**config.mk**
```make
export PLATFORM = sky130hd
export DESIGN_NAME = i2crs_slave
export DESIGN_NICKNAME = d
export VERILOG_FILES = /design/src/design/i2crs_pin_sync.v /design/src/design/i2crs_slave.v
export VERILOG_INCLUDE_DIRS = /design/src /design/src/design
export SDC_FILE = /design/constraint.sdc
export NUM_CORES = 1
export LEC_CHECK = 0
export BUFFER_PORTS_ARGS = -buffer_cell sky130_fd_sc_hd__buf_2
export CORE_MARGIN = 2
export CORE_UTILIZATION = 40
export DETAILED_ROUTE_END_ITERATION = 6
export GPL_ROUTABILITY_DRIVEN = 0
export GPL_TIMING_DRIVEN = 0
export HOLD_SLACK_MARGIN = 0.02
export SYNTH_ARGS = -nofsm -noshare
export SYNTH_HDL_FRONTEND = slang
export SYNTH_SLANG_ARGS = --single-unit
```
**constraint.sdc**
```tcl
create_clock -name clk_in -period 4 [get_ports clk_in]
set_input_delay 0.4 -clock clk_in [delete_from_list [all_inputs] [get_ports clk_in]]
set_output_delay 0.4 -clock clk_in [all_outputs]
set_load 0.1 [all_outputs]
```
**src/design/i2crs_consts.vh**
```
// Constants for the two-wire register access slave
`ifndef I2CRS_CONSTS_VH
`define I2CRS_CONSTS_VH
`define I2CRS_FIXED_ADDR 4'h4
`define I2CRS_REG_ALARM 4'h0
`define I2CRS_REG_MASK 4'h1
`define I2CRS_REG_PEND 4'h2
`define I2CRS_REG_OKMASK 4'h3
`define I2CRS_REG_WDOG 4'h4
`define I2CRS_REG_HIST 4'h5
`define I2CRS_RST_BYTE 8'h00
`define I2CRS_MASK_RW 8'hFE
`define I2CRS_OKMASK_RW 8'h1E
`define I2CRS_WDOG_RW 8'h1F
`define I2CRS_HIST_RW 8'h1F
// Level cause quiet time, 10 us of 50 ns clocks, sized for the rearm counter
`define I2CRS_REARM_CYC 16'h00C8
`endif

```
**src/design/i2crs_pin_sync.v**
```verilog
// Two-stage synchroniser and edge finder for the bus pins
`timescale 1ns/1ns
module i2crs_pin_sync
(
   input wire clk_in,
   input wire sys_rst_in,
   input wire pin_in,
   output reg level_out,
   output wire rise_out,
   output wire fall_out
);
   reg meta_reg;
   reg prev_reg;
   always @(posedge clk_in or posedge sys_rst_in)
   begin
      if (sys_rst_in)
      begin
         meta_reg <= 1'b1;
         level_out <= 1'b1;
         prev_reg <= 1'b1;
      end
      else
      begin
         meta_reg <= pin_in;
         level_out <= meta_reg;
         prev_reg <= level_out;
      end
   end
   assign rise_out = level_out & ~prev_reg;
   assign fall_out = ~level_out & prev_reg;
endmodule

```
**src/design/i2crs_slave.v**
```verilog
// Two-wire slave giving a host access to sixteen byte registers
// ****************************************
// How it works
// - Slave acknowledges every register address byte
// - Bytes move eight bits, MSB first
// - Matching read address acked, pointed register sent
// - Sixteen registers of eight bits each
// - Access works only in software mode
// - Addresses 00 to 0F, low nibble selects
// - Ack address only when seven bits match
// - Direction bit one reads, zero writes
// - Mask one lets cause raise interrupt
// - Status read clears; levels rearm after 10us
// ****************************************
`timescale 1ns/1ns
`include "i2crs_consts.vh"
module i2crs_slave
(
   input wire clk_in,
   input wire sys_rst_in,
   input wire scl_in,
   input wire sda_in,
   output wire sda_out,
   output wire sda_oe_out,
   input wire sw_mode_in,
   input wire [2:0] addr_sel_in,
   input wire [7:0] alarm_state_in,
   input wire wdog_timeout_in,
   input wire [7:0] ext_reg_data_in,
   output reg [3:0] ext_reg_addr_out,
   output reg ext_wr_out,
   output reg [7:0] ext_wr_data_out,
   output wire [7:0] mask_out,
   output wire [7:0] okmask_out,
   output wire [7:0] wdog_ctrl_out,
   output wire [7:0] hist_out,
   output wire irq_n_out
);
   // ****************************************
   // Pin sampling
   // ****************************************
   wire scl_lvl;
   wire scl_rise;
   wire scl_fall;
   wire sda_lvl;
   wire sda_rise;
   wire sda_fall;
   i2crs_pin_sync u_scl (.clk_in(clk_in), .sys_rst_in(sys_rst_in), .pin_in(scl_in),
      .level_out(scl_lvl), .rise_out(scl_rise), .fall_out(scl_fall));
   i2crs_pin_sync u_sda (.clk_in(clk_in), .sys_rst_in(sys_rst_in), .pin_in(sda_in),
      .level_out(sda_lvl), .rise_out(sda_rise), .fall_out(sda_fall));
   wire start_det = sda_fall & scl_lvl;
   wire stop_det = sda_rise & scl_lvl;
   reg sw_meta_reg;
   reg sw_mode_reg;
   always @(posedge clk_in or posedge sys_rst_in)
   begin
      if (sys_rst_in)
      begin
         sw_meta_reg <= 1'b0;
         sw_mode_reg <= 1'b0;
      end
      else
      begin
         sw_meta_reg <= sw_mode_in;
         sw_mode_reg <= sw_meta_reg;
      end
   end
   // ****************************************
   // Register file
   // ****************************************
   reg [7:0] mask_reg;
   reg [7:0] okmask_reg;
   reg [7:0] wdog_reg;
   reg [7:0] hist_reg;
   reg [7:0] pend_reg;
   reg [15:0] rearm_reg;
   reg wd_prev_reg;
   assign mask_out = mask_reg;
   assign okmask_out = okmask_reg;
   assign wdog_ctrl_out = wdog_reg;
   assign hist_out = hist_reg;
   assign irq_n_out = ~(|pend_reg);
   function [7:0] rd_mux;
      input [3:0] a;
      input [7:0] alm;
      input [7:0] ext;
      begin
         case (a)
            `I2CRS_REG_ALARM: rd_mux = alm;
            `I2CRS_REG_MASK: rd_mux = mask_reg;
            `I2CRS_REG_PEND: rd_mux = pend_reg;
            `I2CRS_REG_OKMASK: rd_mux = okmask_reg;
            `I2CRS_REG_WDOG: rd_mux = wdog_reg;
            `I2CRS_REG_HIST: rd_mux = hist_reg;
            default: rd_mux = ext;
         endcase
      end
   endfunction
   // ****************************************
   // Protocol engine
   // ****************************************
   localparam ST_IDLE = 3'h0;
   localparam ST_DEVADR = 3'h1;
   localparam ST_ACK = 3'h2;
   localparam ST_REGADR = 3'h3;
   localparam ST_WDATA = 3'h4;
   localparam ST_RDATA = 3'h5;
   localparam ST_MACK = 3'h6;
   reg [2:0] state_reg;
   reg [2:0] after_ack_reg;
   reg [3:0] bit_cnt_reg;
   reg [7:0] shift_reg;
   reg [7:0] ptr_reg;
   reg sda_drv_reg;
   reg read_fetch;
   wire [6:0] my_addr = {`I2CRS_FIXED_ADDR, addr_sel_in};
   wire byte_done = scl_rise & (bit_cnt_reg == 4'h7);
   wire active = sw_mode_reg;
   wire [7:0] rd_byte = rd_mux(ptr_reg[3:0], alarm_state_in, ext_reg_data_in);
   assign sda_out = 1'b0;
   assign sda_oe_out = sda_drv_reg;
   // Fetch only on the fall that loads the byte, so a clear never hides what is sent
   always @*
   begin
      read_fetch = 1'b0;
      if (state_reg == ST_ACK && scl_fall && sda_drv_reg && after_ack_reg == ST_RDATA)
         read_fetch = 1'b1;
      if (state_reg == ST_MACK && scl_fall && !sda_lvl)
         read_fetch = 1'b1;
   end
   // Level causes for the pending flags, bit 0 is watchdog event
   // mask gates causes 7 to 1, watchdog bit 0 is never masked
   wire wd_evt = wdog_timeout_in & ~wd_prev_reg;
   wire [7:0] causes = {alarm_state_in[7:1], wd_evt} & {mask_reg[7:1], 1'b1};
   wire rearmed = (rearm_reg == 16'h0000);
   wire pend_rd = read_fetch & (ptr_reg == {4'h0, `I2CRS_REG_PEND});
   always @(posedge clk_in or posedge sys_rst_in)
   begin
      if (sys_rst_in)
      begin
         state_reg <= ST_IDLE;
         after_ack_reg <= ST_IDLE;
         bit_cnt_reg <= 4'h0;
         shift_reg <= 8'h00;
         ptr_reg <= 8'h00;
         sda_drv_reg <= 1'b0;
         mask_reg <= `I2CRS_RST_BYTE;
         okmask_reg <= `I2CRS_RST_BYTE;
         wdog_reg <= `I2CRS_RST_BYTE;
         hist_reg <= `I2CRS_RST_BYTE;
         pend_reg <= 8'h00;
         rearm_reg <= 16'h0000;
         wd_prev_reg <= 1'b0;
         ext_reg_addr_out <= 4'h0;
         ext_wr_out <= 1'b0;
         ext_wr_data_out <= 8'h00;
      end
      else
      begin
         ext_wr_out <= 1'b0;
         wd_prev_reg <= wdog_timeout_in;
         if (pend_rd)
         begin
            pend_reg <= {7'h00, wd_evt};
            rearm_reg <= `I2CRS_REARM_CYC;
         end
         else
         begin
            if (!rearmed)
               rearm_reg <= rearm_reg - 16'h0001;
            pend_reg <= pend_reg | (rearmed ? causes : {7'h00, wd_evt});
         end
         if (!active || stop_det)
         begin
            state_reg <= ST_IDLE;
            sda_drv_reg <= 1'b0;
         end
         else if (start_det)
         begin
            state_reg <= ST_DEVADR;
            bit_cnt_reg <= 4'h0;
            sda_drv_reg <= 1'b0;
         end
         else
         begin
            case (state_reg)
               ST_IDLE:
                  sda_drv_reg <= 1'b0;
               ST_DEVADR, ST_REGADR, ST_WDATA:
               begin
                  if (scl_rise)
                  begin
                     shift_reg <= {shift_reg[6:0], sda_lvl};
                     bit_cnt_reg <= bit_cnt_reg + 4'h1;
                  end
                  if (byte_done)
                  begin
                     bit_cnt_reg <= 4'h0;
                     state_reg <= ST_ACK;
                     if (state_reg == ST_DEVADR)
                     begin
                        if (shift_reg[6:0] != my_addr)
                           state_reg <= ST_IDLE;
                        after_ack_reg <= sda_lvl ? ST_RDATA : ST_REGADR;
                     end
                     else if (state_reg == ST_REGADR)
                     begin
                        ptr_reg <= {shift_reg[6:0], sda_lvl};
                        after_ack_reg <= ST_WDATA;
                     end
                     else
                     begin
                        ext_wr_data_out <= {shift_reg[6:0], sda_lvl};
                        after_ack_reg <= ST_WDATA;
                        if (ptr_reg[7:4] == 4'h0)
                        begin
                           case (ptr_reg[3:0])
                              `I2CRS_REG_ALARM, `I2CRS_REG_PEND: ;
                              `I2CRS_REG_MASK: mask_reg <= {shift_reg[6:0], sda_lvl} & `I2CRS_MASK_RW;
                              `I2CRS_REG_OKMASK: okmask_reg <= {shift_reg[6:0], sda_lvl} & `I2CRS_OKMASK_RW;
                              `I2CRS_REG_WDOG: wdog_reg <= {shift_reg[6:0], sda_lvl} & `I2CRS_WDOG_RW;
                              `I2CRS_REG_HIST: hist_reg <= {shift_reg[6:0], sda_lvl} & `I2CRS_HIST_RW;
                              default:
                              begin
                                 ext_reg_addr_out <= ptr_reg[3:0];
                                 ext_wr_out <= 1'b1;
                              end
                           endcase
                        end
                     end
                  end
               end
               ST_ACK:
               begin
                  if (scl_fall && !sda_drv_reg)
                     sda_drv_reg <= 1'b1;
                  else if (scl_fall && sda_drv_reg)
                  begin
                     sda_drv_reg <= 1'b0;
                     state_reg <= after_ack_reg;
                     if (after_ack_reg == ST_RDATA)
                     begin
                        shift_reg <= rd_byte;
                        sda_drv_reg <= ~rd_byte[7];
                     end
                  end
               end
               ST_RDATA:
               begin
                  if (scl_fall)
                  begin
                     bit_cnt_reg <= bit_cnt_reg + 4'h1;
                     shift_reg <= {shift_reg[6:0], 1'b0};
                     sda_drv_reg <= ~shift_reg[6];
                     if (bit_cnt_reg == 4'h7)
                     begin
                        sda_drv_reg <= 1'b0;
                        bit_cnt_reg <= 4'h0;
                        state_reg <= ST_MACK;
                     end
                  end
               end
               ST_MACK:
               begin
                  if (scl_rise)
                     state_reg <= sda_lvl ? ST_IDLE : ST_MACK;
                  if (scl_fall && state_reg == ST_MACK && !sda_lvl)
                  begin
                     shift_reg <= rd_byte;
                     sda_drv_reg <= ~rd_byte[7];
                     state_reg <= ST_RDATA;
                  end
               end
               default:
                  state_reg <= ST_IDLE;
            endcase
         end
      end
   end
endmodule

```
* Word level (Yosys, flattened, before mapping)
Index checks and enable logic that the tools add are counted.
Widths: inputs -> output; s select.
** Word-level totals
- Logic and storage cells :: 168
- Output and inout bits :: 48
- Bits in registers :: 93
- Bits of input ports :: 25
** Operators by class
- Equal/unequal tests :: 33
- Reductions and logical operators :: 33
- Multiplexer cells :: 52
- Bitwise logic cells :: 24
- Add/subtract/negate cells :: 2
** Operators with widths (number)
- $pmux 8 s6 :: 1
- $mux 7 :: 6
- $reduce_and 8->1 :: 5
- $mux 3 :: 12
- $mux 16 :: 2
- $pmux 7 s4 :: 1
- $mux 4 :: 5
- $ne 4x4->1 const B :: 5
- $mux 1 :: 18
- $logic_not 16->1 :: 1
- $mux 8 :: 2
- $sub 16x1->16 const B :: 1
- $pmux 3 s5 :: 1
- $not 1->1 :: 13
- $eq 3x3->1 const B :: 4
- $eq 4x3->1 const B :: 3
- $reduce_and 4->1 :: 3
- $reduce_and 6->1 :: 2
- $and 1x1->1 :: 9
- $reduce_and 9->1 :: 1
- $and 8x8->8 :: 1
- $eq 4x2->1 const B :: 2
- $eq 8x2->1 const B :: 1
- $logic_not 4->1 :: 2
- other kinds (27) :: 43

* Longest topological paths before layout
- Depth after elaboration :: 10
- Mapped depth :: 9
- Gate-level depth less buffers :: 7

* Hierarchy
A second synthesis with hierarchy kept.
** Second synthesis, totals
- Cell total of the unflattened synthesis :: 501
- Area, all modules :: 4949.7 um^2
** By module, submodules not included
- i2crs_slave :: sequential area each 2177.1 um^2, times used 1, cells an instance 489, area an instance 4754.6 um^2
- i2crs_pin_sync :: sequential area each 78.8 um^2, times used 2, cells an instance 6, area an instance 97.6 um^2

* Worst setup path after synthesis
OpenSTA, ideal clock, no wires.
- Path type :: flip-flop to output port
- Start :: register pend_reg[1]
- End :: output irq_n_out
- Arrival :: 2149 ps
- Buffers on the path :: 0
- Path slack :: 1451 ps
- Stages on the path, launching flop included :: 3
- Required time :: 3600 ps
- Path through :: dfrtp_1 > or4_1 > nor2_1
** Between the ends
- Word-level cells in the longest chain between the ends :: 2
** RTL lines
- start, declared :: RTL line i2crs_slave.v:76 : reg [7:0] pend_reg;
- start signal, assigned :: RTL line i2crs_slave.v:165 : pend_reg <= {7'h00, wd_evt};
- start signal, assigned :: RTL line i2crs_slave.v:172 : pend_reg <= pend_reg | (rearmed ? causes : {7'h00, wd_evt});
- $reduce_or 8->1 :: RTL line i2crs_slave.v:83 : assign irq_n_out = ~(|pend_reg);
- $not 1->1 :: RTL line i2crs_slave.v:83
- end, declared :: RTL line i2crs_slave.v:37 : output wire irq_n_out
No other way between the ends.

* Final worst setup path
- Start :: register ptr_reg[4]
- End :: register rearm_reg[2]
** Between the ends
- Word-level cells in the longest chain between the ends :: 3
- Elaborated cells on any way between the ends :: 4
- Classes of those cells :: eq/ne: 2; mux: 1; bitwise: 1
** RTL lines
- start, declared :: RTL line i2crs_slave.v:114 : reg [7:0] ptr_reg;
- start signal, assigned :: RTL line i2crs_slave.v:209 : ptr_reg <= {shift_reg[6:0], sda_lvl};
- $eq 8x2->1 * :: RTL line i2crs_slave.v:137 : wire pend_rd = read_fetch & (ptr_reg == {4'h0, `I2CRS_REG_PEND});
- $and 1x1->1 * :: RTL line i2crs_slave.v:137
- $ne 2x1->1 (no source line) / $mux 16 (equally long branches)
- end signal, assigned :: RTL line i2crs_slave.v:166 : rearm_reg <= `I2CRS_REARM_CYC;
- end signal, assigned :: RTL line i2crs_slave.v:171 : rearm_reg <= rearm_reg - 16'h0001;
- end, declared :: RTL line i2crs_slave.v:77 : reg [15:0] rearm_reg;
Every way passes the cells marked *; elsewhere a longest branch is shown, timed or not.
A chain may end at the register's enable or synchronous reset.

==> flow_metrics.py <==
metrics = {
    "routing": {
        "drc_errors": 0,
        "num_vias": 3956,
        "post_drt_wl_per_cell_um": 17.4,
        "drt_pass1_iterations": 5,
        "final_antenna_net_count": 0,
        "avgViaCountPerCell": 5.50,
        "drtIter0Drc": 383,
        "wirelength_um": 12500,
    },
    "floorplan": {
        "core_area_um2": 12100,
        "die_x_um": 115,
        "die_area_um2": 13300,
        "die_h_um": 115,
        "top_level_ports": 73,
        "core.rowCount": 40,
        "start_util_pct": 41.2,
    },
    "global_route": {
        "grt_max_degree": 66,
        "grt-ovfl-total": 0,
        "antenna_found_initial": 0,
        "grt_pass1_vias": 3827,
        "grt_first_pass_wirelength_um": 20500,
        "grt_usage_pct": 19.7,
    },
    "layout": {
        "drive_gt1_share_pct": 30.5,
        "layoutNonFillerInstCount": 719,
        "largest_reg_flops": 16,
        "area_growth_pct": 18.2,
        "nets": 573,
        "n_antenna_cell": 0,
        "fill_cells": 1109,
    },
    "logic_synthesis": {
        "netlist.area_leader.share_pct": 43.8,
        "syn_inst": 463,
        "synth_cell_type_count": 69,
        "synth_commonest_cells": "87 x dfrtp_1, 52 x mux2_2, 29 x o21ai_0",
        "synth_edf_count": 0,
        "syn_area_um2": 4970,
        "ys.flop_type": "dfrtp_1",
        "async_reset_ff_share_pct": 100,
        "yosysSeqAreaShare_pct": 47.0,
        "yosys-top-cells-area": "dfrtp_1 44%, mux2_2 12%, dfstp_2 3.2%",
        "avgSynthCellArea_um2": 10.7,
        "ys_warn_count": 0,
        "synth.most_common_cell": "dfrtp_1",
        "synth_top_area_cell": "dfrtp_1",
        "ys_ff_latch": 93,
    },
    "clock_tree": {
        "numCtsBuffers": 9,
        "cts_tree": "done",
        "path_clk_slew_ns": 0.07,
        "root_buffer": "clkbuf_16",
        "postCtsHoldBufs": 0,
        "cts_sinks": 93,
        "htree_levels": 3,
        "post_cts_resized": 0,
        "cts_setup_buffers": 0,
        "clk_latency_ns": 0.34,
        "cts_buffer_depth": 2,
    },
    "pwr": {
        "ir_worst_vdd_mv": 0.246,
        "p_per_area_nw_per_um2": 374,
        "fin_total_pwr_mw": 2.20,
        "p_leak_nw": 2.82,
    },
    "critical_path": {
        "crit_slowest_cell": "nor4_2",
        "critPathKind": "reg -> reg",
        "cp-start-kind": "register",
        "crit_chain": "nor4_4 > nand2_1 > nor4_2 > clkbuf_1 > nor2_1",
        "crit_family": "simple AND/OR/NAND/NOR gates",
        "crit_required_ns": 4.20,
        "end_kind": "register",
        "crit_fanout": 10,
        "worstPathArrival_ns": 2.96,
        "worst_path_largest_cell_delay_ns": 0.81,
        "cp_num_buf_inv": 1,
    },
    "sta": {
        "fmax_mhz": 362,
        "slew_headroom_pct": 42.4,
        "hold_viol_final": 0,
        "maxSlewViolCount": 0,
        "fin_crit_ns": 2.76,
        "period_share_pct": 69.1,
        "tightest_slew_ns": 0.857,
        "setup_tns_ns": 0,
        "finalSetupViolCount": 0,
        "finClkSkew_ns": 0.0105,
        "rsz0062_at_grt": "no",
    },
    "placed_design": {
        "port_buffers": 60,
        "dp_hpwl_um": 9260,
        "placed_cells": 703,
    },
    "min_path": {
        "hp-class": "in -> async",
    },
    "status": {
        "status": "finished clean",
    },
    "flow_run": {
        "maxCapViolations": 0,
    },
}
layout by cell type (no fill, tap or decap), types with 9 or more instances in the layout:
master and n:
dfrtp_1 87, buf_2 64, mux2_2 52, o21ai_0 29, nor2_1 27, nand2_1 22, a21oi_1 16, clkbuf_1 15
inv_1 12, buf_4 12, conb_1 12, mux2i_1 11, nand3_1 9, clkbuf_16 9
power by group:
part / switching, mW / internal (mW)
combinational: 0.170 / 0.0807
clock: 0.373 / 0.553
sequential: 0.0430 / 0.978
total: 0.587 / 1.61
routing by layer:
metal,track usage (%),share of wire (%),vias up,routed length [µm]
li1,-,-,1845,-
met1,27.2,45,1976,5710
met2,31.9,48,125,6080
met3,4.18,5.2,10,654
met4,4.58,0.83,0,104
met5,0,0,-,0
kinds of logic after synthesis:
logic type | share of synthesized area, %
AOI/OAI and AO/OA | 15.2
xor gates and xnor gates | 2.29
adders and majority gates | 0.504
buffers and inverters | 4.99
DFF | 47.0
muxes | 14.0
other | 0.0755
and+or+nand+nor | 15.9
cell type report:
cell class              count  area [µm²]  area share [%]
well taps                 168         210            3.58
plain buffers              37         199            3.39
flip-flops and latches     93        2330            39.8
repair buffers             61         328            5.59
inverters                  13        51.3           0.874
clock inverters             6        92.6            1.58
clock buffers              10         229            3.90
multi-input cells         331        2420            41.3
path summary, 6_finish.rpt:
| check | cells past startpoint | end | start | slack (ns) |
|---|---|---|---|---|
| max | 5 | rearm_reg[2] | ptr_reg[4] | 1.24 |
| min | 2 | bit_cnt_reg[1] | sys_rst_in | 0.06 |
| max reg2reg | 5 | rearm_reg[2] | ptr_reg[4] | 1.24 |
| min reg2reg | 0 | u_scl.level_out | u_scl.meta_reg | 0.36 |
| max in group asynchronous | 3 | u_scl.level_out | sys_rst_in | 3.28 |
| min in group clk_in | 1 | u_sda.meta_reg | sda_in | 0.16 |
through the flow:
step,utilization [%],hold slack (ns),instance area (µm²),worst slack [ns]
2_1_floorplan,-,0.331,5010,1.19
3_3_place_gp,45.7,0.337,5520,0.0364
3_5_place_dp,46.0,0.345,5550,1.25
4_1_cts,48.7,0.0604,5870,1.24
5_1_grt,48.7,0.0781,5870,1.07
6_report,48.7,0.0589,5870,1.24
Note: power is estimated with default switching activity, not from simulation.
